$ cat src/pkg/plk_cfg.svh
// Constants for the PHY/MAC clocking and link-mode ends
// Notes on behaviour
// - Straps set start-up configuration, no management needed
// - Management clock never above 2.5 MHz
// - Management turnaround at least one bit time
// - Control bit 14 loops transmit back to receive
// - 10/100: TX_CLK captures and sends line data
// - 1000: GTX_CLK only captures MAC data
// - Gigabit line clock: master internal, slave recovered
// - Test clock pin shows line clock, modes 2/3
// - Unused TX_CLK and RXD[7:4] driven low
// - 25 MHz on both clocks during auto-negotiation
// - Link clocks: 2.5/25 MHz; gigabit only receive clock
// - Forced 10/100 partner: parallel detect, half duplex
// - Gigabit needs both negotiating or forced master/slave
`ifndef PLK_CFG_SVH
`define PLK_CFG_SVH

// ----------------------------------------------------------------
// Control word and test mode fields
// ----------------------------------------------------------------
`define PLK_CTL_ADDR 5'h00
`define PLK_CTL_LOOPBACK_BIT 14
`define PLK_TEST_MODE_JITTER_A 3'h2
`define PLK_TEST_MODE_JITTER_B 3'h3

// ----------------------------------------------------------------
// Timing, in MHz or kHz and derived cycle counts at the system clock
// ----------------------------------------------------------------
`define PLK_SYS_CLK_MHZ 125
`define PLK_AN_CLK_MHZ 25
`define PLK_CLK_10_KHZ 2500
`define PLK_CLK_100_MHZ 25
`define PLK_DIV_AN (`PLK_SYS_CLK_MHZ / `PLK_AN_CLK_MHZ)
`define PLK_DIV_100 (`PLK_SYS_CLK_MHZ / `PLK_CLK_100_MHZ)
`define PLK_DIV_10 ((`PLK_SYS_CLK_MHZ * 1000) / `PLK_CLK_10_KHZ)
`define PLK_AN_SETTLE_CYC 64

`endif

$ cat src/pkg/plk_pkg.sv
// Types shared by both link ends
`default_nettype none
package plk_pkg;
	typedef enum logic [1:0] {PLK_SPD_10, PLK_SPD_100, PLK_SPD_1000} plk_speed_t;
endpackage
`default_nettype wire

$ cat src/pkg/plk_mii_if.sv
// MII/GMII carrier between the PHY end and the MAC end
`timescale 1ns/1ps
`default_nettype none
interface plk_mii_if;
	logic tx_clk;
	logic rx_clk;
	logic gtx_clk;
	logic [7:0] txd;
	logic tx_en;
	logic tx_er;
	logic tx_ready;
	logic [7:0] rxd;
	logic rx_dv;
	logic rx_er;
	modport phy (output tx_clk, rx_clk, tx_ready, rxd, rx_dv, rx_er,
		input gtx_clk, txd, tx_en, tx_er);
	modport mac (input tx_clk, rx_clk, tx_ready, rxd, rx_dv, rx_er,
		output gtx_clk, txd, tx_en, tx_er);
endinterface // plk_mii_if
`default_nettype wire

$ cat src/hw/plk_phy_end.sv
// PHY end: strap start-up, link resolution, MII/GMII clocking, loopback
`timescale 1ns/1ps
`default_nettype none
`include "plk_cfg.svh"

// ----------------------------------------------------------------
// Two-entry buffer with registered ready
// ----------------------------------------------------------------
module plk_buf2 #(
	parameter int W = 9
) (
	input wire logic clk,
	input wire logic rst,
	input wire logic in_valid,
	input wire logic [W-1:0] in_data,
	output logic in_ready,
	output logic out_valid,
	output logic [W-1:0] out_data,
	input wire logic out_ready
);
	logic [W-1:0] mem [2];
	logic wr_q;
	logic rd_q;
	logic [1:0] cnt_q;
	logic [1:0] cnt_d;
	logic push;
	logic pop;

	assign push = in_valid && in_ready;
	assign pop = out_ready && (cnt_q != 2'h0);
	assign out_valid = (cnt_q != 2'h0);
	assign out_data = mem[rd_q];
	assign cnt_d = cnt_q + {1'b0, push} - {1'b0, pop};

	// Storage; no reset needed on data
	always_ff @(posedge clk)
	begin
		if (push)
			mem[wr_q] <= in_data;
	end

	// Pointers and fill level; ready looks ahead so at least one more push fits
	always_ff @(posedge clk or posedge rst)
	begin
		if (rst)
		begin
			wr_q <= 1'b0;
			rd_q <= 1'b0;
			cnt_q <= 2'h0;
			in_ready <= 1'b0;
		end
		else
		begin
			if (push)
				wr_q <= ~wr_q;
			if (pop)
				rd_q <= ~rd_q;
			cnt_q <= cnt_d;
			in_ready <= (cnt_d <= 2'h1);
		end
	end
endmodule // plk_buf2

// ----------------------------------------------------------------
// PHY end
// ----------------------------------------------------------------
module plk_phy_end (
	input wire logic clk,
	input wire logic rst,
	plk_mii_if.phy mii,
	input wire logic strap_an_en,
	input wire plk_pkg::plk_speed_t strap_speed,
	input wire logic strap_master,
	input wire logic strap_tclk_en,
	input wire logic [15:0] ctl_word,
	input wire logic [2:0] test_mode,
	input wire logic partner_present,
	input wire logic partner_an,
	input wire plk_pkg::plk_speed_t partner_speed,
	input wire logic partner_master,
	input wire logic line_rec_tick,
	input wire logic [7:0] line_rxd,
	input wire logic line_rx_dv,
	input wire logic line_rx_er,
	output logic [7:0] line_txd,
	output logic line_tx_en,
	output logic line_tx_er,
	output logic line_tx_clock_monitor,
	output logic link_up,
	output plk_pkg::plk_speed_t link_speed,
	output logic link_full_duplex
);
	import plk_pkg::*;

	typedef enum logic [1:0] {ST_STRAP, ST_NEGOTIATE, ST_LINK} plk_state_t;

	plk_state_t state_q;
	logic an_en_q;
	plk_speed_t strap_spd_q;
	logic master_q;
	logic tclk_en_q;
	logic [6:0] an_cnt_q;
	logic res_ok;
	plk_speed_t res_spd;
	logic res_fdx;
	logic gig;
	logic loop;
	logic [5:0] div_q;
	logic [5:0] div_max;
	logic tick;
	logic cap;
	logic ltick;
	logic pop;
	logic buf_valid;
	logic [8:0] buf_data;

	assign gig = link_up && (link_speed == PLK_SPD_1000);
	assign loop = ctl_word[`PLK_CTL_LOOPBACK_BIT];

	// ------------------------------------------------------------
	// Start-up and link state
	// ------------------------------------------------------------

	// Straps caught once, on the first edge after reset release
	always_ff @(posedge clk or posedge rst)
	begin
		if (rst)
		begin
			an_en_q <= 1'b1;
			strap_spd_q <= PLK_SPD_1000;
			master_q <= 1'b0;
			tclk_en_q <= 1'b0;
		end
		else if (state_q == ST_STRAP)
		begin
			an_en_q <= strap_an_en;
			strap_spd_q <= strap_speed;
			master_q <= strap_master;
			tclk_en_q <= strap_tclk_en;
		end
	end

	// Resolve against the partner; gigabit never parallel-detects
	always_comb
	begin
		res_ok = 1'b0;
		res_spd = strap_spd_q;
		res_fdx = 1'b1;
		if (partner_present)
		begin
			if (an_en_q && partner_an)
				res_ok = 1'b1;
			else if (an_en_q && (partner_speed != PLK_SPD_1000))
			begin
				res_ok = 1'b1;
				res_spd = partner_speed;
				res_fdx = 1'b0;
			end
			else if (!an_en_q && !partner_an && (strap_spd_q == PLK_SPD_1000))
				res_ok = (partner_speed == PLK_SPD_1000) && (partner_master != master_q);
			else if (!an_en_q && !partner_an)
				res_ok = (partner_speed == strap_spd_q);
		end
	end

	// Link state machine; negotiation runs a fixed settle time then resolves
	always_ff @(posedge clk or posedge rst)
	begin
		if (rst)
		begin
			state_q <= ST_STRAP;
			an_cnt_q <= 7'h00;
			link_up <= 1'b0;
			link_speed <= PLK_SPD_10;
			link_full_duplex <= 1'b0;
		end
		else
		begin
			case (state_q)
				ST_STRAP:
				begin
					state_q <= ST_NEGOTIATE;
					an_cnt_q <= 7'h00;
				end
				ST_NEGOTIATE:
				begin
					if (an_cnt_q == 7'(`PLK_AN_SETTLE_CYC - 1))
					begin
						an_cnt_q <= 7'h00;
						if (res_ok)
						begin
							state_q <= ST_LINK;
							link_up <= 1'b1;
							link_speed <= res_spd;
							link_full_duplex <= res_fdx;
						end
					end
					else
						an_cnt_q <= an_cnt_q + 7'h01;
				end
				ST_LINK:
				begin
					if (!partner_present)
					begin
						state_q <= ST_NEGOTIATE;
						link_up <= 1'b0;
					end
				end
				default:
					state_q <= ST_STRAP;
			endcase
		end
	end

	// ------------------------------------------------------------
	// MII clocks as enable pulses
	// ------------------------------------------------------------

	// Divider period follows state and speed
	always_comb
	begin
		div_max = 6'(`PLK_DIV_AN - 1);
		if (link_up)
		begin
			case (link_speed)
				PLK_SPD_10: div_max = 6'(`PLK_DIV_10 - 1);
				PLK_SPD_100: div_max = 6'(`PLK_DIV_100 - 1);
				default: div_max = 6'h00;
			endcase
		end
	end

	assign tick = (div_q == 6'h00);

	// Divider; restarts cleanly whenever the period shrinks under it
	always_ff @(posedge clk or posedge rst)
	begin
		if (rst)
			div_q <= 6'h00;
		else if (tick || (div_q > div_max))
			div_q <= div_max;
		else
			div_q <= div_q - 6'h01;
	end

	// TX_CLK idles low at gigabit, RX_CLK always runs
	always_ff @(posedge clk or posedge rst)
	begin
		if (rst)
		begin
			mii.tx_clk <= 1'b0;
			mii.rx_clk <= 1'b0;
		end
		else
		begin
			mii.tx_clk <= tick && !gig;
			mii.rx_clk <= tick;
		end
	end

	// ------------------------------------------------------------
	// Transmit path
	// ------------------------------------------------------------

	// Capture clock: TX_CLK below gigabit, GTX_CLK at gigabit
	assign cap = gig ? mii.gtx_clk : mii.tx_clk;
	// Line clock: never GTX_CLK; gigabit master internal, slave recovered
	assign ltick = gig ? (master_q ? 1'b1 : line_rec_tick) : mii.tx_clk;
	assign pop = loop ? mii.rx_clk : ltick;

	// Buffer absorbs a line-side stall without losing a MAC word
	plk_buf2 #(.W(9)) u_txbuf (
		.clk(clk),
		.rst(rst),
		.in_valid(cap && link_up && (mii.tx_en || mii.tx_er)),
		.in_data({mii.tx_er, gig ? mii.txd : {4'h0, mii.txd[3:0]}}),
		.in_ready(mii.tx_ready),
		.out_valid(buf_valid),
		.out_data(buf_data),
		.out_ready(pop)
	);

	// Line transmit; stays idle during loopback
	always_ff @(posedge clk or posedge rst)
	begin
		if (rst)
		begin
			line_txd <= 8'h00;
			line_tx_en <= 1'b0;
			line_tx_er <= 1'b0;
		end
		else if (loop)
		begin
			line_txd <= 8'h00;
			line_tx_en <= 1'b0;
			line_tx_er <= 1'b0;
		end
		else if (ltick)
		begin
			line_txd <= buf_valid ? buf_data[7:0] : 8'h00;
			line_tx_en <= buf_valid;
			line_tx_er <= buf_valid && buf_data[8];
		end
	end

	// Test clock shows the gigabit line clock, forced on in jitter modes
	always_ff @(posedge clk or posedge rst)
	begin
		if (rst)
			line_tx_clock_monitor <= 1'b0;
		else
			line_tx_clock_monitor <= gig && ltick && (tclk_en_q
				|| (test_mode == `PLK_TEST_MODE_JITTER_A)
				|| (test_mode == `PLK_TEST_MODE_JITTER_B));
	end

	// ------------------------------------------------------------
	// Receive path
	// ------------------------------------------------------------

	// Loopback returns buffered MAC data; upper nibble low below gigabit
	always_ff @(posedge clk or posedge rst)
	begin
		if (rst)
		begin
			mii.rxd <= 8'h00;
			mii.rx_dv <= 1'b0;
			mii.rx_er <= 1'b0;
		end
		else if (!link_up)
		begin
			mii.rxd <= 8'h00;
			mii.rx_dv <= 1'b0;
			mii.rx_er <= 1'b0;
		end
		else if (mii.rx_clk && loop)
		begin
			mii.rxd <= buf_valid ? buf_data[7:0] : 8'h00;
			mii.rx_dv <= buf_valid;
			mii.rx_er <= buf_valid && buf_data[8];
		end
		else if (mii.rx_clk)
		begin
			mii.rxd <= gig ? line_rxd : {4'h0, line_rxd[3:0]};
			mii.rx_dv <= line_rx_dv;
			mii.rx_er <= line_rx_er;
		end
	end
endmodule // plk_phy_end
`default_nettype wire

$ cat src/flat_wrapper.sv
// flat-port wrapper written by rule: the top's interface ports become plain ports
module plk_phy_end_flat import plk_pkg::*;
  (clk, rst, strap_an_en, strap_speed, strap_master, strap_tclk_en, ctl_word, test_mode, partner_present, partner_an, partner_speed, partner_master, line_rec_tick, line_rxd, line_rx_dv, line_rx_er, line_txd, line_tx_en, line_tx_er, line_tx_clock_monitor, link_up, link_speed, link_full_duplex, mii_tx_clk, mii_rx_clk, mii_tx_ready, mii_rxd, mii_rx_dv, mii_rx_er, mii_gtx_clk, mii_txd, mii_tx_en, mii_tx_er);
  plk_mii_if mii_i ();
  input wire logic clk;
  input wire logic rst;
  input wire logic strap_an_en;
  input wire plk_pkg::plk_speed_t strap_speed;
  input wire logic strap_master;
  input wire logic strap_tclk_en;
  input wire logic [15:0] ctl_word;
  input wire logic [2:0] test_mode;
  input wire logic partner_present;
  input wire logic partner_an;
  input wire plk_pkg::plk_speed_t partner_speed;
  input wire logic partner_master;
  input wire logic line_rec_tick;
  input wire logic [7:0] line_rxd;
  input wire logic line_rx_dv;
  input wire logic line_rx_er;
  output logic [7:0] line_txd;
  output logic line_tx_en;
  output logic line_tx_er;
  output logic line_tx_clock_monitor;
  output logic link_up;
  output plk_pkg::plk_speed_t link_speed;
  output logic link_full_duplex;
  output wire logic [$bits(mii_i.tx_clk)-1:0] mii_tx_clk;
  output wire logic [$bits(mii_i.rx_clk)-1:0] mii_rx_clk;
  output wire logic [$bits(mii_i.tx_ready)-1:0] mii_tx_ready;
  output wire logic [$bits(mii_i.rxd)-1:0] mii_rxd;
  output wire logic [$bits(mii_i.rx_dv)-1:0] mii_rx_dv;
  output wire logic [$bits(mii_i.rx_er)-1:0] mii_rx_er;
  input wire logic [$bits(mii_i.gtx_clk)-1:0] mii_gtx_clk;
  input wire logic [$bits(mii_i.txd)-1:0] mii_txd;
  input wire logic [$bits(mii_i.tx_en)-1:0] mii_tx_en;
  input wire logic [$bits(mii_i.tx_er)-1:0] mii_tx_er;
  assign mii_tx_clk = mii_i.tx_clk;
  assign mii_rx_clk = mii_i.rx_clk;
  assign mii_tx_ready = mii_i.tx_ready;
  assign mii_rxd = mii_i.rxd;
  assign mii_rx_dv = mii_i.rx_dv;
  assign mii_rx_er = mii_i.rx_er;
  assign mii_i.gtx_clk = mii_gtx_clk;
  assign mii_i.txd = mii_txd;
  assign mii_i.tx_en = mii_tx_en;
  assign mii_i.tx_er = mii_tx_er;
  plk_phy_end u_core (.clk(clk), .rst(rst), .mii(mii_i), .strap_an_en(strap_an_en), .strap_speed(strap_speed), .strap_master(strap_master), .strap_tclk_en(strap_tclk_en), .ctl_word(ctl_word), .test_mode(test_mode), .partner_present(partner_present), .partner_an(partner_an), .partner_speed(partner_speed), .partner_master(partner_master), .line_rec_tick(line_rec_tick), .line_rxd(line_rxd), .line_rx_dv(line_rx_dv), .line_rx_er(line_rx_er), .line_txd(line_txd), .line_tx_en(line_tx_en), .line_tx_er(line_tx_er), .line_tx_clock_monitor(line_tx_clock_monitor), .link_up(link_up), .link_speed(link_speed), .link_full_duplex(link_full_duplex));
endmodule
$ cat config.mk
export PLATFORM = sky130hd
export DESIGN_NAME = plk_phy_end_flat
export DESIGN_NICKNAME = d
export VERILOG_FILES = /design/src/pkg/plk_pkg.sv /design/src/pkg/plk_mii_if.sv /design/src/hw/plk_phy_end.sv /design/src/flat_wrapper.sv
export VERILOG_INCLUDE_DIRS = /design/src /design/src/pkg
export SDC_FILE = /design/constraint.sdc
export NUM_CORES = 1
export LEC_CHECK = 0
export ABC_AREA = 1
export BUFFER_PORTS_ARGS = -buffer_cell sky130_fd_sc_hd__buf_4
export CAP_MARGIN = 0
export CELL_PAD_IN_SITES_DETAIL_PLACEMENT = 2
export CELL_PAD_IN_SITES_GLOBAL_PLACEMENT = 2
export CORE_AREA = 2 2 105 107
export DETAILED_ROUTE_END_ITERATION = 16
export DIE_AREA = 0 0 107 109
export GPL_TIMING_DRIVEN = 0
export HOLD_SLACK_MARGIN = 0.12
export PLACE_DENSITY = 0.9
export SLEW_MARGIN = 20
export SYNTH_ARGS = -nofsm -noshare
export SYNTH_HDL_FRONTEND = slang
export SYNTH_SLANG_ARGS = --single-unit
$ cat constraint.sdc
create_clock -name clk -period 2.3 [get_ports clk]
set_clock_uncertainty 0.2 [all_clocks]
set_input_delay 0.345 -clock clk [delete_from_list [all_inputs] [get_ports clk]]
set_output_delay 0.345 -clock clk [all_outputs]
set_load 0.005 [all_outputs]
==> results by group <==
STA
  • RSZ-0062 raised after global routing: true
  • Sum Neg Setup Slack: 0 ps
  • Final Max Slew Viols: 0
  • Period Utilization, post-route: 98.1%
  • Final setup fails: 0
  • Final Hold Vio Count: 0
  • Worst slew margin relative to its limit: 51.6%
  • Final min period: 2260 ps
  • Highest achievable clock rate: 443 MHz
  • Slew at the pin closest to its max-slew limit: 725 ps

Clocking
  • Number of buffers between clock root and the deepest sink: 2
  • Num Clock Sinks: 70
  • Clock latency reported for the late side of the worst-skew pair: 360 ps
  • Clk slew on worst S/H paths: 90 ps
  • Buffer type at the clock tree root: clkbuf_8
  • Number of H-tree branching levels: 3
  • TritonCTS clock tree: built
  • Number of buffers inserted during clock tree synthesis: 9

Final layout
  • Total Nets Final: 522
  • Antenna diode count: 0
  • Highest-count cells in the layout ignoring fill and taps: buf_4 (72), nand2_1 (58), inv_1 (51), dfrtp_1 (47), nor2_1 (38)
  • Area added between synthesis and finish: 38.5%
  • Most frequent standard cell in the layout excluding fill and tap cells: buf_4
  • Utilization after layout: 43.2%
  • Proportion of layout cells with a drive suffix above 1: 30.5%

Floorplanning
  • Die H: 109 um
  • Initial core utilization: 31.2%
  • Width of the die: 107 um
  • Total number of placement rows: 38
  • Count of boundary I/O pins: 81
  • Area of the core region: 10600 um2
  • Die Area: 11700 um2

Pwr
  • Internal power contribution: 0.00298 W
  • Power dissipated by switching net loads: 0.00217 W
  • Clk pwr share: 20.7%
  • Power Dens Cells: 1130 nW/um2
  • Worst-case vdd ir drop: 0.301 mV
  • Sequential share of power: 35.6%
  • Proportion of power drawn by combinational gates: 43.7%
  • Leakage: 2.14 nW
  • Share of total power consumed by net switching: 42.1%

Placed design
  • Buffers on Ports: 64
  • Routability Congestion: 0.768
  • DPL Wire Length: 7620 um

Route
  • Final wirelength: 12400 um
  • Via total after detailed routing: 3025
  • Initial DRT Pass Iterations: 4
  • Number of design rule violations left after detail routing: 0
  • Mean routed wirelength per cell: 20.6 um
  • Mean number of vias per cell: 5.00
  • ANT nets after route: 0
  • Violation count after the first detailed-route iteration: 100

Critical path
  • Category of the worst setup path launch point: flip-flop
  • Reg2reg end: u_core.div_q[2]$_DFF_PP0_
  • Reg-to-reg setup timing slack: 40 ps
  • Worst setup EP type: flip-flop
  • Critical setup path kind: flip-flop to flip-flop
  • Arrival time of data at the critical path endpoint: 2290 ps
  • Required time reported for the critical path endpoint: 2330 ps
  • Number of cells traversed by the worst register-to-register path: 12
  • Crit Reg-Reg Startpoint: u_core.link_speed[1]$_DFFE_PP0P_
  • Maximum net fanout on the critical path: 6

Run status
  • Status: finished, final reports clean

Global route
  • Initial antenna violation count: 0
  • Global-route congestion overflow total: 0
  • Total track usage: 22.5%
  • First-pass GRT wire length: 19500 um
  • Number of global-route vias before repair: 3533
  • Largest net degree at the start of global routing: 53

Hold path
  • Hold WC Path Type: input pin to flip-flop
  • Hold Path Origin: line_rxd[5]
  • Hold Crit Depth: 5
  • WHS Endpoint: u_core.mii.rxd[5]$_DFFE_PP0P_

Logic synthesis
  • Share of the yosys chip area belonging to registers: 55.7%
  • Synthesized area divided by synthesized cell count: 9.29 um2
  • Synth unique cells: 33
  • Count of mapped cells out of synthesis: 356
  • Number of nets produced by synthesis: 418
  • Number of warnings issued by yosys: 0
  • Summed instance area of the synthesized netlist: 3310 um2
  • Number of register bits inferred by synthesis: 70

Run
  • Count of maximum capacitance violations: 0
power groups by stage:
| stage | registers, W | clock network [W] | logic (W) |
|---|---|---|---|
| 2_1_floorplan | 0.00176 | 0 | 0.00109 |
| 3_3_place_gp | 0.00180 | 0 | 0.00155 |
| 3_5_place_dp | 0.00183 | 0 | 0.00173 |
| 4_1_cts | 0.00181 | 0.00105 | 0.00202 |
| 5_1_grt | 0.00187 | 0.00112 | 0.00247 |
| 6_report | 0.00184 | 0.00107 | 0.00225 |
per-layer routing:
layer / vias to the layer above / part of all wire, % / global-route usage [%]
met2: 100 / 57 / 43.8
met5: - / 0 / 0
met3: 27 / 4.2 / 4.60
met1: 1524 / 36 / 23.3
met4: 0 / 2.9 / 9.37
li1: 1374 / - / -
registers in the layout (all words and copies together) (netlist names), 2 cells and up:
name / flops
u_core.link_speed: 2
u_core.state_q: 2
u_core.u_txbuf.cnt_q: 2
u_core.line_txd: 8
u_core.u_txbuf.mem: 18
u_core.an_cnt_q: 7
u_core.div_q: 6
u_core.mii.rxd: 8
u_core.strap_spd_q: 2
cell families (layout without fill, tap and decap cells):
family                     count (synthesis)  after routing  synth area share (%)
and+or+nand+nor                          139            139                  18.2
DFF                                       70             70                  55.7
buffers and inverters                     65            174                  7.94
AOI/OAI and AO/OA                         60             60                  11.1
xor gates and xnor gates                  10             10                  2.65
adders and majority gates                  9              9                  3.40
muxes                                      3              3                  1.02
final cells by class:
cell class | count | area (um2)
flip-flops and latches | 70 | 1850
clock inverters | 7 | 73.8
repair buffers | 93 | 762
fillers | 1114 | 6020
well taps | 140 | 175
multi-input cells | 221 | 1330
plain buffers | 6 | 36.3
inverters | 59 | 234
clock buffers | 9 | 124
metrics by stage:
step	worst slack (ps)	power, W	instances	hold slack, ps	cell area (um2)
floorplan	260	0.00285	356	238	3310
global placement	-320	0.00335	560	263	3960
detailed placement	-336	0.00356	560	268	3970
CTS	6.66	0.00489	604	136	4510
global route	-26.7	0.00547	605	147	4580
finish	42.6	0.00515	605	132	4580
what timing repair did:
item                                    in CTS  in global routing
buffers inserted                             8                  2
cloned                                       0                  0
hold endpoints to repair                    72                  0
hold buffers                                20                  0
endpoints found under the setup margin      27                  8
pin swaps                                    4                 11
resized for setup                           19                 17
cells in the mapped netlist, drive strengths merged:
master	count	share of area [%]
or2	2	0.38
a21oi	6	1.2
clkinv	2	0.38
a32o	2	0.61
buf	5	0.95
nand2	68	8.1
nor2	46	5.5
edfxtp	18	16
o21ai	29	4.5
mux2	3	1.0
dfrtp	50	38
o211ai	8	1.8
nand4	4	0.76
xor2	7	1.9
inv	57	6.5
o2111ai	1	0.26
nor3	2	0.30
ha	9	3.4
xnor2	3	0.79
nand3	17	3.1
o22ai	14	2.6
clkbuf	1	0.15
dfstp	2	1.6
worst max path at each step:
stage	cells past startpoint	end	slack, ps	startpoint
after floorplan	11	u_core.u_txbuf.in_ready$_DFF_PP0_	260	u_core.link_speed[0]$_DFFE_PP0P_
after global placement	2	u_core.mii.rxd[7]$_DFFE_PP0P_	-320	rst
after detailed placement	12	u_core.div_q[0]$_DFF_PP0_	-340	u_core.link_up$_DFFE_PP0P_
after CTS	13	u_core.div_q[5]$_DFF_PP0_	7	u_core.link_speed[0]$_DFFE_PP0P_
after global routing	12	u_core.div_q[2]$_DFF_PP0_	-30	u_core.link_speed[1]$_DFFE_PP0P_
final	12	u_core.div_q[2]$_DFF_PP0_	40	u_core.link_speed[1]$_DFFE_PP0P_
critical path, stage by stage, from the launching register on:
cell and delay, ps:
dfrtp_2 450, buf_12 150, nor2_4 150, inv_4 70
ha_4 280, nand3_4 90, nor2_4 100, buf_4 120
nand3_1 90, nand2_2 150, nand2_4 110, nand2_2 110
o21ai_1 70
Power figures use the tool's default switching activity.
